[src/design/vicc_pkg.sv]
// Function
// - bit times 20..26 carry psi_b, telemetry bit, slope trim, offset trim
// - serial link accepted only while platform_power_ok is high
// - valid command steps each addressed rail, both together if both chosen
// - power ok falling drives telemetry high and sends rails back to boot
// - with power ok low the serial clock and data are read only at enable rise, to latch the boot code
// - power ok rising resumes link, references stay at boot until command
// - power ok must rise after enable, otherwise no soft-start
// - rising target steps reference up at 12.5 mV per us
// - falling target steps reference down at 12.5 mV per us
// - rail forced to continuous conduction during a change, then restored
// - power good stays high during an on-the-fly change
// - at change end check faults, then report transition complete
// - voltage-off code steps reference to zero, power good stays high
// - both rails start in continuous conduction
// - core rail: psi_a low gives diode emulation, high gives conduction
// - northbridge rail uses the same power-state decoding
// - telemetry frame: core voltage, then nb voltage or current
// - config pins decoded once after power-up and held
// - config pin fields: limits, comp bits, ramp, delay, offset, zll, qr
// - boot code latched from link pins at enable rise, cleared at reset
// - bit times 6 and 7 select rails taking the following fields
// - soft-start and soft-shutdown ramp at 3 mV per us
package vicc_pkg;
	localparam int          CLK_NS        = 50;
	localparam int          STEP_UV       = 6250;
	localparam int          FAST_UV_US    = 12500;
	localparam int          SLOW_UV_US    = 3000;
	localparam int          FAST_STEP_NS  = STEP_UV * 1000 / FAST_UV_US;
	localparam int          SLOW_STEP_NS  = STEP_UV * 1000 / SLOW_UV_US;
	localparam int          FAST_CYC      = FAST_STEP_NS / CLK_NS;
	localparam int          SLOW_CYC      = SLOW_STEP_NS / CLK_NS;
	localparam logic [7:0]  VID_ZERO      = 8'hf8;
	localparam logic [4:0]  PKT_BITS      = 5'h1b;
	localparam logic [4:0]  TLM_BITS      = 5'h14;
	localparam logic [4:0]  PKT_HEADER    = 5'h18;
	localparam logic [19:0] TLM_DONE      = 20'h00000;
	localparam logic [2:0]  CFG_SETTLE    = 3'h4;
	localparam logic [7:0]  BOOT_LVL [4]  = '{8'hb0, 8'ha0, 8'h90, 8'h80};
	localparam logic [7:0]  OFS_CTRL      = 8'h00;
	localparam logic [7:0]  OFS_STATUS    = 8'h04;
	localparam logic [7:0]  OFS_CMD       = 8'h08;
	localparam logic [7:0]  OFS_CFG       = 8'h0c;
	localparam logic [1:0]  CTRL_RESET    = 2'h1;
	typedef enum logic [2:0] {
		ST_OFF,
		ST_SOFT,
		ST_RUN,
		ST_SHUT,
		ST_BLOCK
	} vicc_state_t;
endpackage : vicc_pkg

[src/design/vicc_top.sv]
`timescale 1ns/1ps
module vicc_top (
	input  wire logic        core_clk,
	input  wire logic        rst,
	input  wire logic        hsel,
	input  wire logic [31:0] haddr,
	input  wire logic [1:0]  htrans,
	input  wire logic        hwrite,
	input  wire logic [2:0]  hsize,
	input  wire logic [31:0] hwdata,
	input  wire logic        hready,
	output logic             hreadyout,
	output logic             hresp,
	output logic [31:0]      hrdata,
	input  wire logic        enable,
	input  wire logic        platform_power_ok,
	input  wire logic        vid_serial_clock,
	input  wire logic        vid_serial_data,
	input  wire logic [5:0]  configOneCode,
	input  wire logic [5:0]  configTwoCode,
	input  wire logic        coreFault,
	input  wire logic        nbFault,
	input  wire logic [7:0]  coreCurrent,
	output logic             telemetry_line,
	output logic [7:0]       coreRef,
	output logic [7:0]       nbRef,
	output logic             coreCcm,
	output logic             nbCcm,
	output logic             core_power_good,
	output logic             nb_power_good,
	output logic             transitionDone
);
	////////////////////////////////////////////////////////////////////
	// pin synchronisers
	logic [3:0]        syncA_q;
	logic [3:0]        syncB_q;
	logic [3:0]        prev_q;
	logic              enS;
	logic              pokS;
	logic              vclkS;
	logic              vdatS;
	logic              enRise;
	logic              pokFall;
	logic              vclkRise;
	logic              vclkFall;
	logic              startEv;
	logic              stopEv;

	always_ff @(posedge core_clk) begin
		if (rst) begin
			syncA_q <= 4'h0;
			syncB_q <= 4'h0;
			prev_q  <= 4'h0;
		end else begin
			syncA_q <= {enable, platform_power_ok,
				vid_serial_clock, vid_serial_data};
			syncB_q <= syncA_q;
			prev_q  <= syncB_q;
		end
	end

	assign enS     = syncB_q[3];
	assign pokS    = syncB_q[2];
	assign vclkS    = syncB_q[1];
	assign vdatS    = syncB_q[0];
	assign enRise   = enS & ~prev_q[3];
	assign pokFall  = ~pokS & prev_q[2];
	assign vclkRise = vclkS & ~prev_q[1];
	assign vclkFall = ~vclkS & prev_q[1];
	// data edges while clock high mark frame boundaries
	assign startEv  = vclkS & prev_q[1] & prev_q[0] & ~vdatS;
	assign stopEv   = vclkS & prev_q[1] & ~prev_q[0] & vdatS;

	////////////////////////////////////////////////////////////////////
	// sequencing
	vicc_pkg::vicc_state_t state_q;
	logic [7:0]        boot_q;
	logic [7:0]        ref_q [2];
	logic [7:0]        tgt_q [2];
	logic              linkOn;
	logic              atBoot;
	logic              atZero;

	assign atBoot = (ref_q[0] == boot_q) && (ref_q[1] == boot_q);
	assign atZero = (ref_q[0] == 8'h00) && (ref_q[1] == 8'h00);
	assign linkOn = pokS && (state_q == vicc_pkg::ST_RUN);

	always_ff @(posedge core_clk) begin
		if (rst) begin
			state_q <= vicc_pkg::ST_OFF;
		end else begin
			unique case (state_q)
			vicc_pkg::ST_OFF: begin
				if (enRise) begin
					// power ok already high: wrong order
					state_q <= pokS ? vicc_pkg::ST_BLOCK
						: vicc_pkg::ST_SOFT;
				end
			end
			vicc_pkg::ST_SOFT: begin
				if (!enS)
					state_q <= vicc_pkg::ST_SHUT;
				else if (atBoot)
					state_q <= vicc_pkg::ST_RUN;
			end
			vicc_pkg::ST_RUN: begin
				if (!enS)
					state_q <= vicc_pkg::ST_SHUT;
			end
			vicc_pkg::ST_SHUT: begin
				if (atZero)
					state_q <= vicc_pkg::ST_OFF;
			end
			vicc_pkg::ST_BLOCK: begin
				if (!enS)
					state_q <= vicc_pkg::ST_OFF;
			end
			endcase
		end
	end

	always_ff @(posedge core_clk) begin
		if (rst)
			boot_q <= 8'h00;
		else if (enRise && state_q == vicc_pkg::ST_OFF)
			boot_q <= vicc_pkg::BOOT_LVL[{vclkS, vdatS}];
	end

	////////////////////////////////////////////////////////////////////
	// step timebase: one code step per tick
	logic [5:0]        fastCnt_q;
	logic [5:0]        slowCnt_q;
	logic              fastTick;
	logic              slowTick;
	logic              tick;

	assign fastTick = fastCnt_q == 6'(vicc_pkg::FAST_CYC - 1);
	assign slowTick = slowCnt_q == 6'(vicc_pkg::SLOW_CYC - 1);
	assign tick = (state_q == vicc_pkg::ST_SOFT ||
		state_q == vicc_pkg::ST_SHUT) ? slowTick : fastTick;

	always_ff @(posedge core_clk) begin
		if (rst || fastTick)
			fastCnt_q <= 6'h00;
		else
			fastCnt_q <= fastCnt_q + 6'h01;
	end

	always_ff @(posedge core_clk) begin
		if (rst || slowTick)
			slowCnt_q <= 6'h00;
		else
			slowCnt_q <= slowCnt_q + 6'h01;
	end

	////////////////////////////////////////////////////////////////////
	// packet receiver
	logic [26:0]       pkt_q;
	logic [4:0]        bitCnt_q;
	logic              inPkt_q;
	logic              cmdValid;
	logic [1:0]        sel;
	logic [7:0]        vid;
	logic [7:0]        cmdLvl;
	logic              psiA;
	logic              psiB;
	logic              tlmFnBit;
	logic [4:0]        trim;

	always_ff @(posedge core_clk) begin
		if (rst || !linkOn) begin
			pkt_q    <= 27'h0;
			bitCnt_q <= 5'h00;
			inPkt_q  <= 1'b0;
		end else if (startEv) begin
			bitCnt_q <= 5'h00;
			inPkt_q  <= 1'b1;
		end else if (stopEv) begin
			inPkt_q  <= 1'b0;
		end else if (inPkt_q && vclkRise &&
			bitCnt_q != vicc_pkg::PKT_BITS) begin
			pkt_q    <= {pkt_q[25:0], vdatS};
			bitCnt_q <= bitCnt_q + 5'h01;
		end
	end

	// bit time t sits at pkt_q[27-t]
	assign sel    = {pkt_q[20], pkt_q[21]};
	assign psiA   = pkt_q[17];
	assign vid    = {pkt_q[16:10], pkt_q[8]};
	assign psiB   = pkt_q[7];
	assign tlmFnBit = pkt_q[6];
	assign trim   = pkt_q[5:1];
	// off codes give a zero reference
	assign cmdLvl = (vid >= vicc_pkg::VID_ZERO) ? 8'h00
		: vicc_pkg::VID_ZERO - vid;
	assign cmdValid = linkOn && inPkt_q && stopEv &&
		bitCnt_q == vicc_pkg::PKT_BITS &&
		pkt_q[26:22] == vicc_pkg::PKT_HEADER && !pkt_q[19];

	////////////////////////////////////////////////////////////////////
	// rail references
	logic [1:0]        moving_q;
	logic [1:0]        diode_q;
	logic [1:0]        doneEv;
	logic [1:0]        fault;
	logic [4:0]        trim_q [2];

	assign fault = {nbFault, coreFault};

	always_ff @(posedge core_clk) begin
		if (rst) begin
			for (int r = 0; r < 2; r++) begin
				ref_q[r]  <= 8'h00;
				tgt_q[r]  <= 8'h00;
				trim_q[r] <= 5'h00;
			end
			moving_q <= 2'b00;
			diode_q  <= 2'b00;
		end else begin
			for (int r = 0; r < 2; r++) begin
				if (tick && ref_q[r] < tgt_q[r])
					ref_q[r] <= ref_q[r] + 8'h01;
				else if (tick && ref_q[r] > tgt_q[r])
					ref_q[r] <= ref_q[r] - 8'h01;
				if (state_q == vicc_pkg::ST_OFF && enRise && !pokS) begin
					tgt_q[r]   <= vicc_pkg::BOOT_LVL[{vclkS, vdatS}];
					diode_q[r] <= 1'b0;
				end else if (!enS && state_q != vicc_pkg::ST_OFF) begin
					tgt_q[r]    <= 8'h00;
					moving_q[r] <= 1'b0;
					diode_q[r]  <= 1'b0;
				end else if (pokFall && state_q == vicc_pkg::ST_RUN) begin
					tgt_q[r]    <= boot_q;
					moving_q[r] <= 1'b0;
					diode_q[r]  <= 1'b0;
				end else if (cmdValid && sel[r]) begin
					tgt_q[r]    <= cmdLvl;
					moving_q[r] <= 1'b1;
					diode_q[r]  <= ~psiA;
					trim_q[r]   <= trim;
				end else if (doneEv[r]) begin
					moving_q[r] <= 1'b0;
				end
			end
		end
	end

	always_comb begin
		for (int r = 0; r < 2; r++)
			doneEv[r] = moving_q[r] && ref_q[r] == tgt_q[r] &&
				state_q == vicc_pkg::ST_RUN &&
				!(cmdValid && sel[r]);
	end

	////////////////////////////////////////////////////////////////////
	// power good and mode outputs
	logic [1:0]        pg_q;
	logic              done_q;
	logic [1:0]        ctrl_q;

	always_ff @(posedge core_clk) begin
		if (rst) begin
			pg_q <= 2'b00;
		end else begin
			for (int r = 0; r < 2; r++) begin
				if (state_q == vicc_pkg::ST_SOFT && enS && atBoot)
					pg_q[r] <= ~fault[r];
				else if (state_q != vicc_pkg::ST_RUN || !enS || fault[r])
					pg_q[r] <= 1'b0;
				// no clear on a change or an off code
			end
		end
	end

	always_ff @(posedge core_clk) begin
		if (rst) begin
			done_q  <= 1'b0;
			coreRef <= 8'h00;
			nbRef   <= 8'h00;
			coreCcm <= 1'b1;
			nbCcm   <= 1'b1;
		end else begin
			done_q  <= |(doneEv & ~fault);
			coreRef <= ref_q[0];
			nbRef   <= ref_q[1];
			// a change always runs in conduction mode
			coreCcm <= ~diode_q[0] | moving_q[0] |
				(state_q != vicc_pkg::ST_RUN);
			nbCcm   <= ~diode_q[1] | moving_q[1] |
				(state_q != vicc_pkg::ST_RUN);
		end
	end

	assign core_power_good = pg_q[0];
	assign nb_power_good   = pg_q[1];
	assign transitionDone  = done_q;

	////////////////////////////////////////////////////////////////////
	// telemetry transmitter
	logic              tlmOn_q;
	logic              tlmCur_q;
	logic              cmpPend_q;
	logic [19:0]       tlmSr_q;
	logic [4:0]        tlmCnt_q;
	logic              tlmLine_q;
	logic [19:0]       frame;
	logic              loadSlot;

	assign loadSlot = linkOn && vclkFall && tlmCnt_q == 5'h00;
	always_comb begin
		if (cmpPend_q)
			frame = vicc_pkg::TLM_DONE;
		else if (tlmOn_q)
			frame = {ref_q[0], 2'b00, tlmCur_q ? coreCurrent
				: ref_q[1], 2'b00};
		else
			frame = 20'hfffff;
	end

	always_ff @(posedge core_clk) begin
		if (rst) begin
			tlmOn_q  <= 1'b1;
			tlmCur_q <= 1'b0;
		end else if (cmdValid && tlmFnBit) begin
			tlmOn_q  <= ~(sel[0] & sel[1]);
			tlmCur_q <= sel[1] & ~sel[0];
		end
	end

	always_ff @(posedge core_clk) begin
		if (rst)
			cmpPend_q <= 1'b0;
		else if (done_q && ctrl_q[0])
			cmpPend_q <= 1'b1; // set beats the slot clear
		else if (loadSlot)
			cmpPend_q <= 1'b0;
	end

	always_ff @(posedge core_clk) begin
		if (rst || !linkOn) begin
			tlmSr_q   <= 20'hfffff;
			tlmCnt_q  <= 5'h00;
			tlmLine_q <= 1'b1;
		end else if (loadSlot) begin
			tlmSr_q   <= {frame[18:0], 1'b1};
			tlmCnt_q  <= vicc_pkg::TLM_BITS - 5'h01;
			tlmLine_q <= frame[19];
		end else if (vclkFall) begin
			tlmSr_q   <= {tlmSr_q[18:0], 1'b1};
			tlmCnt_q  <= tlmCnt_q - 5'h01;
			tlmLine_q <= tlmSr_q[19];
		end
	end

	assign telemetry_line = tlmLine_q;

	////////////////////////////////////////////////////////////////////
	// configuration pins, sampled once
	logic [11:0]       cfgA_q;
	logic [11:0]       cfgB_q;
	logic [11:0]       cfg_q;
	logic [2:0]        cfgCnt_q;
	logic              cfgDone_q;

	always_ff @(posedge core_clk) begin
		if (rst) begin
			cfgA_q    <= 12'h000;
			cfgB_q    <= 12'h000;
			cfg_q     <= 12'h000;
			cfgCnt_q  <= 3'h0;
			cfgDone_q <= 1'b0;
		end else begin
			cfgA_q <= {configTwoCode, configOneCode};
			cfgB_q <= cfgA_q;
			if (!cfgDone_q) begin
				cfgCnt_q <= cfgCnt_q + 3'h1;
				if (cfgCnt_q == vicc_pkg::CFG_SETTLE) begin
					cfg_q     <= cfgB_q;
					cfgDone_q <= 1'b1;
				end
			end
		end
	end

	////////////////////////////////////////////////////////////////////
	// ahb-lite slave, zero wait states
	logic              wPend_q;
	logic [7:0]        wAddr_q;
	logic [31:0]       rdata_q;
	logic [31:0]       rmux;
	logic              take;

	assign take = hsel && hready && htrans[1];
	always_comb begin
		unique case (haddr[7:0])
		vicc_pkg::OFS_CTRL:   rmux = {30'h0, ctrl_q};
		vicc_pkg::OFS_STATUS: rmux = {7'h0, state_q, moving_q,
			nbCcm, coreCcm, pg_q, ref_q[1], ref_q[0]};
		vicc_pkg::OFS_CMD:    rmux = {11'h0, boot_q, tlmCur_q,
			tlmOn_q, cmpPend_q, trim_q[1], trim_q[0]};
		// fields: limit, comp1, ramp, delay, comp0 | ofs, zll, qr
		vicc_pkg::OFS_CFG:    rmux = {19'h0, cfgDone_q,
			cfg_q[11:10], cfg_q[9], cfg_q[8], cfg_q[7], cfg_q[6],
			cfg_q[5:3], cfg_q[2], cfg_q[1:0]};
		default:              rmux = 32'h0;
		endcase
		if (haddr[31:8] != 24'h0)
			rmux = 32'h0;
	end

	always_ff @(posedge core_clk) begin
		if (rst) begin
			wPend_q <= 1'b0;
			wAddr_q <= 8'h00;
			rdata_q <= 32'h0;
			ctrl_q  <= vicc_pkg::CTRL_RESET;
		end else begin
			if (wPend_q && wAddr_q == vicc_pkg::OFS_CTRL)
				ctrl_q <= hwdata[1:0];
			wPend_q <= take && hwrite && haddr[31:8] == 24'h0;
			if (take) begin
				wAddr_q <= haddr[7:0];
				rdata_q <= hwrite ? 32'h0 : rmux;
			end
		end
	end

	assign hreadyout = 1'b1;
	assign hresp     = 1'b0;
	assign hrdata    = rdata_q;
endmodule : vicc_top

[config.mk]
export PLATFORM = sky130hd
export DESIGN_NAME = vicc_top
export DESIGN_NICKNAME = d
export VERILOG_FILES = /design/src/design/vicc_pkg.sv /design/src/design/vicc_top.sv
export SDC_FILE = /design/constraint.sdc
export NUM_CORES = 1
export LEC_CHECK = 0
export ABC_AREA = 1
export BUFFER_PORTS_ARGS = -buffer_cell sky130_fd_sc_hd__buf_2
export CELL_PAD_IN_SITES_DETAIL_PLACEMENT = 0
export CELL_PAD_IN_SITES_GLOBAL_PLACEMENT = 1
export CORE_ASPECT_RATIO = 1.4
export CORE_MARGIN = 8
export CORE_UTILIZATION = 38
export CTS_CLUSTER_DIAMETER = 60
export CTS_CLUSTER_SIZE = 40
export DETAILED_ROUTE_END_ITERATION = 8
export PLACE_DENSITY_LB_ADDON = 0.1
export SLEW_MARGIN = 20
export SYNTH_ARGS = -nofsm -noshare
export SYNTH_HDL_FRONTEND = slang
export SYNTH_SLANG_ARGS = --single-unit
export TNS_END_PERCENT = 50
[constraint.sdc]
create_clock -name core_clk -period 2.5 [get_ports core_clk]
set_input_delay 0.125 -clock core_clk [delete_from_list [all_inputs] [get_ports core_clk]]
set_output_delay 0.125 -clock core_clk [all_outputs]
set_load 0.005 [all_outputs]
==> impl_metrics.csv <==
group,metric,value,unit
critical_path,cp_data_arrival_time,3.03,ns
synth,synth_sequential_area_ratio,0.4796,
pwr,vdd_drop_max,0.5558,mV
grt,antenna_violations_before_repair,0,
sta,slew_headroom,0.5018,
clock_tree,cts_tree,"done",
synth,synth-edff-count,42,
clock_tree,clk_transition_reported_paths,0.08,ns
floorplan,fp.dieW,157.4,um
critical_path,worst_ep_required_time,2.88,ns
critical_path,worst_r2r_path_depth,16,
synth,synth.avg_cell_area,7.884,um2
sta,fin_crit,2.647,ns
sta,worst_slack,-0.1465,ns
synth,synth_top_area_share,0.3611,
clock_tree,cts_buffer_depth,3,
run_status,status,"complete, but fails checks",
routing,drt_total_wl,31520,um
synth,yosysMostFrequentCell,"sky130_fd_sc_hd__nor2_1",
synth,post_synth_most_frequent_cells,"sky130_fd_sc_hd__nor2_1, sky130_fd_sc_hd__dfxtp_1, sky130_fd_sc_hd__nand2_1, sky130_fd_sc_hd__inv_1, sky130_fd_sc_hd__nand3_1",
routing,highest_layer,"met4",
pwr,leakage,5.778,nW
floorplan,die_area,33700,um2
critical_path,crit_fanout,6,
sta,report.final.hold_viol_count,0,
routing,wirelength_met1,13320,um
clock_tree,ctsHtreeMaxLevel,1,
sta,hold_ws,0.07287,ns
synth,synth-async-reset-ratio,0,
clock_tree,cts_sinks,234,
floorplan,core_area,27570,um2
floorplan,initial_core_util,0.3861,
min_path,holdPathStages,5,
grt,wire_length_of_the_first_global_routing_pass,49160,um
grt,global_route.usage.total,0.1836,
pwr,powerDensity,634.8,nW/um2
synth,count_of_mapped_cells_out_of_synthesis,1350,
routing,drt_iter0_markers,502,
placement,placed_cells,1844,
critical_path,worst_setup_path_start_kind,"flip-flop",
placement,post_detail_place_hpwl,23420,um
placement,port_buffers,112,
final_layout,regArea,5105,um2
clock_tree,numCtsBuffers,18,
final_layout,num-fill-cells,2827,
sta,tns,-0.5228,ns
synth,most_used_dff_post_synth,"sky130_fd_sc_hd__dfxtp_1",
final_layout,net_count_reported_at_finish,1683,
routing,detail_route.wl_per_cell,16.34,um
min_path,holdCritPathClass,"input port to flip-flop",
synth,synth_warn,0,
final_layout,finish.cell_count_without_fillers,1929,
floorplan,boundaryPins,156,
routing,drcViolationCount,0,
sta,setup-violations-final,6,
sta,tightest_slew,0.7463,ns
placement,gp_congestion,0.8318,
final_layout,layout-drive-gt1-share,0.1956,
synth,count_of_cell_types_in_the_netlist,52,
placement,postPlaceCellArea,11930,um2
synth,yosys_register_bits,234,
floorplan,placementRows,72,
final_layout,antenna_cells_inserted,0,
placement,dpl_worst_slack,-0.1959,ns
grt,overflow,0,
clock_tree,clock_latency,0.52,ns
final_layout,area_delta_synth_final,24.92,%
floorplan,die_y,214.0,um
routing,num_vias,9407,
synth,post_synth_main_area_contributors,"sky130_fd_sc_hd__dfxtp_1, sky130_fd_sc_hd__edfxtp_1, sky130_fd_sc_hd__nor2_1, sky130_fd_sc_hd__nand2_1, sky130_fd_sc_hd__inv_1",
synth,post_synthesis_cell_type_with_the_largest_combined_area,"sky130_fd_sc_hd__dfxtp_1",
final_layout,post_layout_util,0.4823,
final_layout,multi_input_area,4897,um2
routing,route.met2.wl,15950,um
clock_tree,cts_root_buffer_type,"sky130_fd_sc_hd__clkbuf_16",
final_layout,final_design_area_no_fill,13300,um2
routing,route.detailed.vias_per_inst,4.877,
run_status,failed_checks,"negative setup slack",
pwr,finalPower,8.440,mW
sta,drv_slew,0,
grt,largest_net_degree_at_the_start_of_global_routing,48,
routing,drt-pass1-iter-count,5,
sta,finClkSkew,0.01853,ns
critical_path,end_kind,"flip-flop",
routing,drtAntennaViolNets,0,
sta,clock.fmax,377.9,MHz
critical_path,crit_path_class,"flip-flop to flip-flop",
sta,unrepaired_setup_endpoints_after_global_routing,"yes",
grt,first_global_vias,9128,
synth,syn-cell-area,10640,um2
flow_run,max-cap-violations,0,
sta,fin_crit_sh,1.059,
routing,route.met3.wl,1458,um
[routing by layer]
metal	up-vias	global-route usage
met5	-	0
met4	0	0.05983
met3	47	0.02279
met2	216	0.3270
met1	4341	0.2225
li1	4803	-
[worst max-delay path, stage by stage, from the launching register on]
cell	delay (ns)
sky130_fd_sc_hd__edfxtp_1	0.41
sky130_fd_sc_hd__ha_1	0.34
sky130_fd_sc_hd__nand2_4	0.06
sky130_fd_sc_hd__nor2_4	0.12
sky130_fd_sc_hd__nand4_1	0.14
sky130_fd_sc_hd__inv_2	0.12
sky130_fd_sc_hd__nor2_4	0.05
sky130_fd_sc_hd__nand2_4	0.11
sky130_fd_sc_hd__clkinv_8	0.10
sky130_fd_sc_hd__ha_4	0.31
sky130_fd_sc_hd__nand2_2	0.07
sky130_fd_sc_hd__o21ai_4	0.14
sky130_fd_sc_hd__nand2_1	0.07
sky130_fd_sc_hd__nand2_1	0.08
sky130_fd_sc_hd__a21oi_2	0.06
sky130_fd_sc_hd__or2_4	0.22
sky130_fd_sc_hd__a21oi_2	0.10
[placed cells by master (no fill, tap or decap), types with 9 or more instances in the layout]
cell / netlist / routed
sky130_fd_sc_hd__ha_1: 35 / 27
sky130_fd_sc_hd__nand2_1: 185 / 179
sky130_fd_sc_hd__edfxtp_1: 42 / 42
sky130_fd_sc_hd__o211ai_1: 11 / 11
sky130_fd_sc_hd__nand2_2: 7 / 11
sky130_fd_sc_hd__buf_4: 9 / 74
sky130_fd_sc_hd__conb_1: 2 / 9
sky130_fd_sc_hd__nor3_1: 15 / 14
sky130_fd_sc_hd__o21ai_1: 6 / 9
sky130_fd_sc_hd__buf_2: 12 / 111
sky130_fd_sc_hd__nand3_1: 106 / 105
sky130_fd_sc_hd__nor2_4: 8 / 10
sky130_fd_sc_hd__dfxtp_1: 192 / 192
sky130_fd_sc_hd__xor2_1: 12 / 12
sky130_fd_sc_hd__dlygate4sd3_1: 0 / 38
sky130_fd_sc_hd__nand4_1: 20 / 20
sky130_fd_sc_hd__o21ai_0: 91 / 86
sky130_fd_sc_hd__inv_1: 156 / 153
sky130_fd_sc_hd__o22ai_1: 10 / 10
sky130_fd_sc_hd__clkbuf_16: 0 / 19
sky130_fd_sc_hd__inv_2: 12 / 13
sky130_fd_sc_hd__a21oi_1: 101 / 94
sky130_fd_sc_hd__nor2_1: 215 / 213
[area by class of cell]
| cell class | instances | area share |
|---|---|---|
| Tap cell | 370 | 0.03482 |
| Multi-Input combinational cell | 898 | 0.3683 |
| Clock buffer | 21 | 0.03632 |
| Sequential cell | 234 | 0.3839 |
| Inverter | 169 | 0.04912 |
| Timing Repair Buffer | 226 | 0.1155 |
| Clock inverter | 11 | 0.01204 |
[registers in the layout, indices dropped and copies added, names as in the netlist, 4 cells and up]
register / flops
coreRef: 8
tgt_q: 16
hrdata: 25
pkt_q: 27
trim_q: 10
syncA_q: 4
ref_q: 16
cfg_q: 12
prev_q: 4
syncB_q: 4
slowCnt_q: 6
wAddr_q: 8
nbRef: 8
fastCnt_q: 6
bitCnt_q: 5
tlmCnt_q: 5
cfgB_q: 12
cfgA_q: 12
tlmSr_q: 19
[power breakdown]
group	internal, mW	switching (mW)	leakage (nW)
Combinational	0.491	0.712	3.47
Clock	1.59	1.56	0.313
Sequential	4.00	0.0847	1.99
Total	6.08	2.36	5.78
[timing repair]
action / CTS / global route
hold buffers: 39 / 0
setup buffers: 12 / 3
setup endpoints to repair: 5 / 10
endpoints found under the hold margin: 37 / 0
gates resized for setup: 20 / 28
pin swaps: 12 / 16
[cell families after synthesis]
kind of cell             share of synthesized area
AND/OR/NAND/NOR                             0.2554
other                                    0.0007056
XOR/XNOR                                   0.01317
flip-flops                                  0.4796
AO/OA/AOI/OAI                               0.1232
adder cells (fa/ha/maj)                    0.04302
buffers and inverters                      0.08487
[worst paths after layout]
check,endpoint,slack (ns),start
max,ref_q[0][6],-0.15,ref_q[0][6]
min,tlmSr_q[10],0.07,coreCurrent[7]
max reg2reg,ref_q[0][6],-0.15,ref_q[0][6]
min reg2reg,cfgB_q[8],0.41,cfgA_q[8]
No activity file was read; power rests on OpenSTA's default activity.
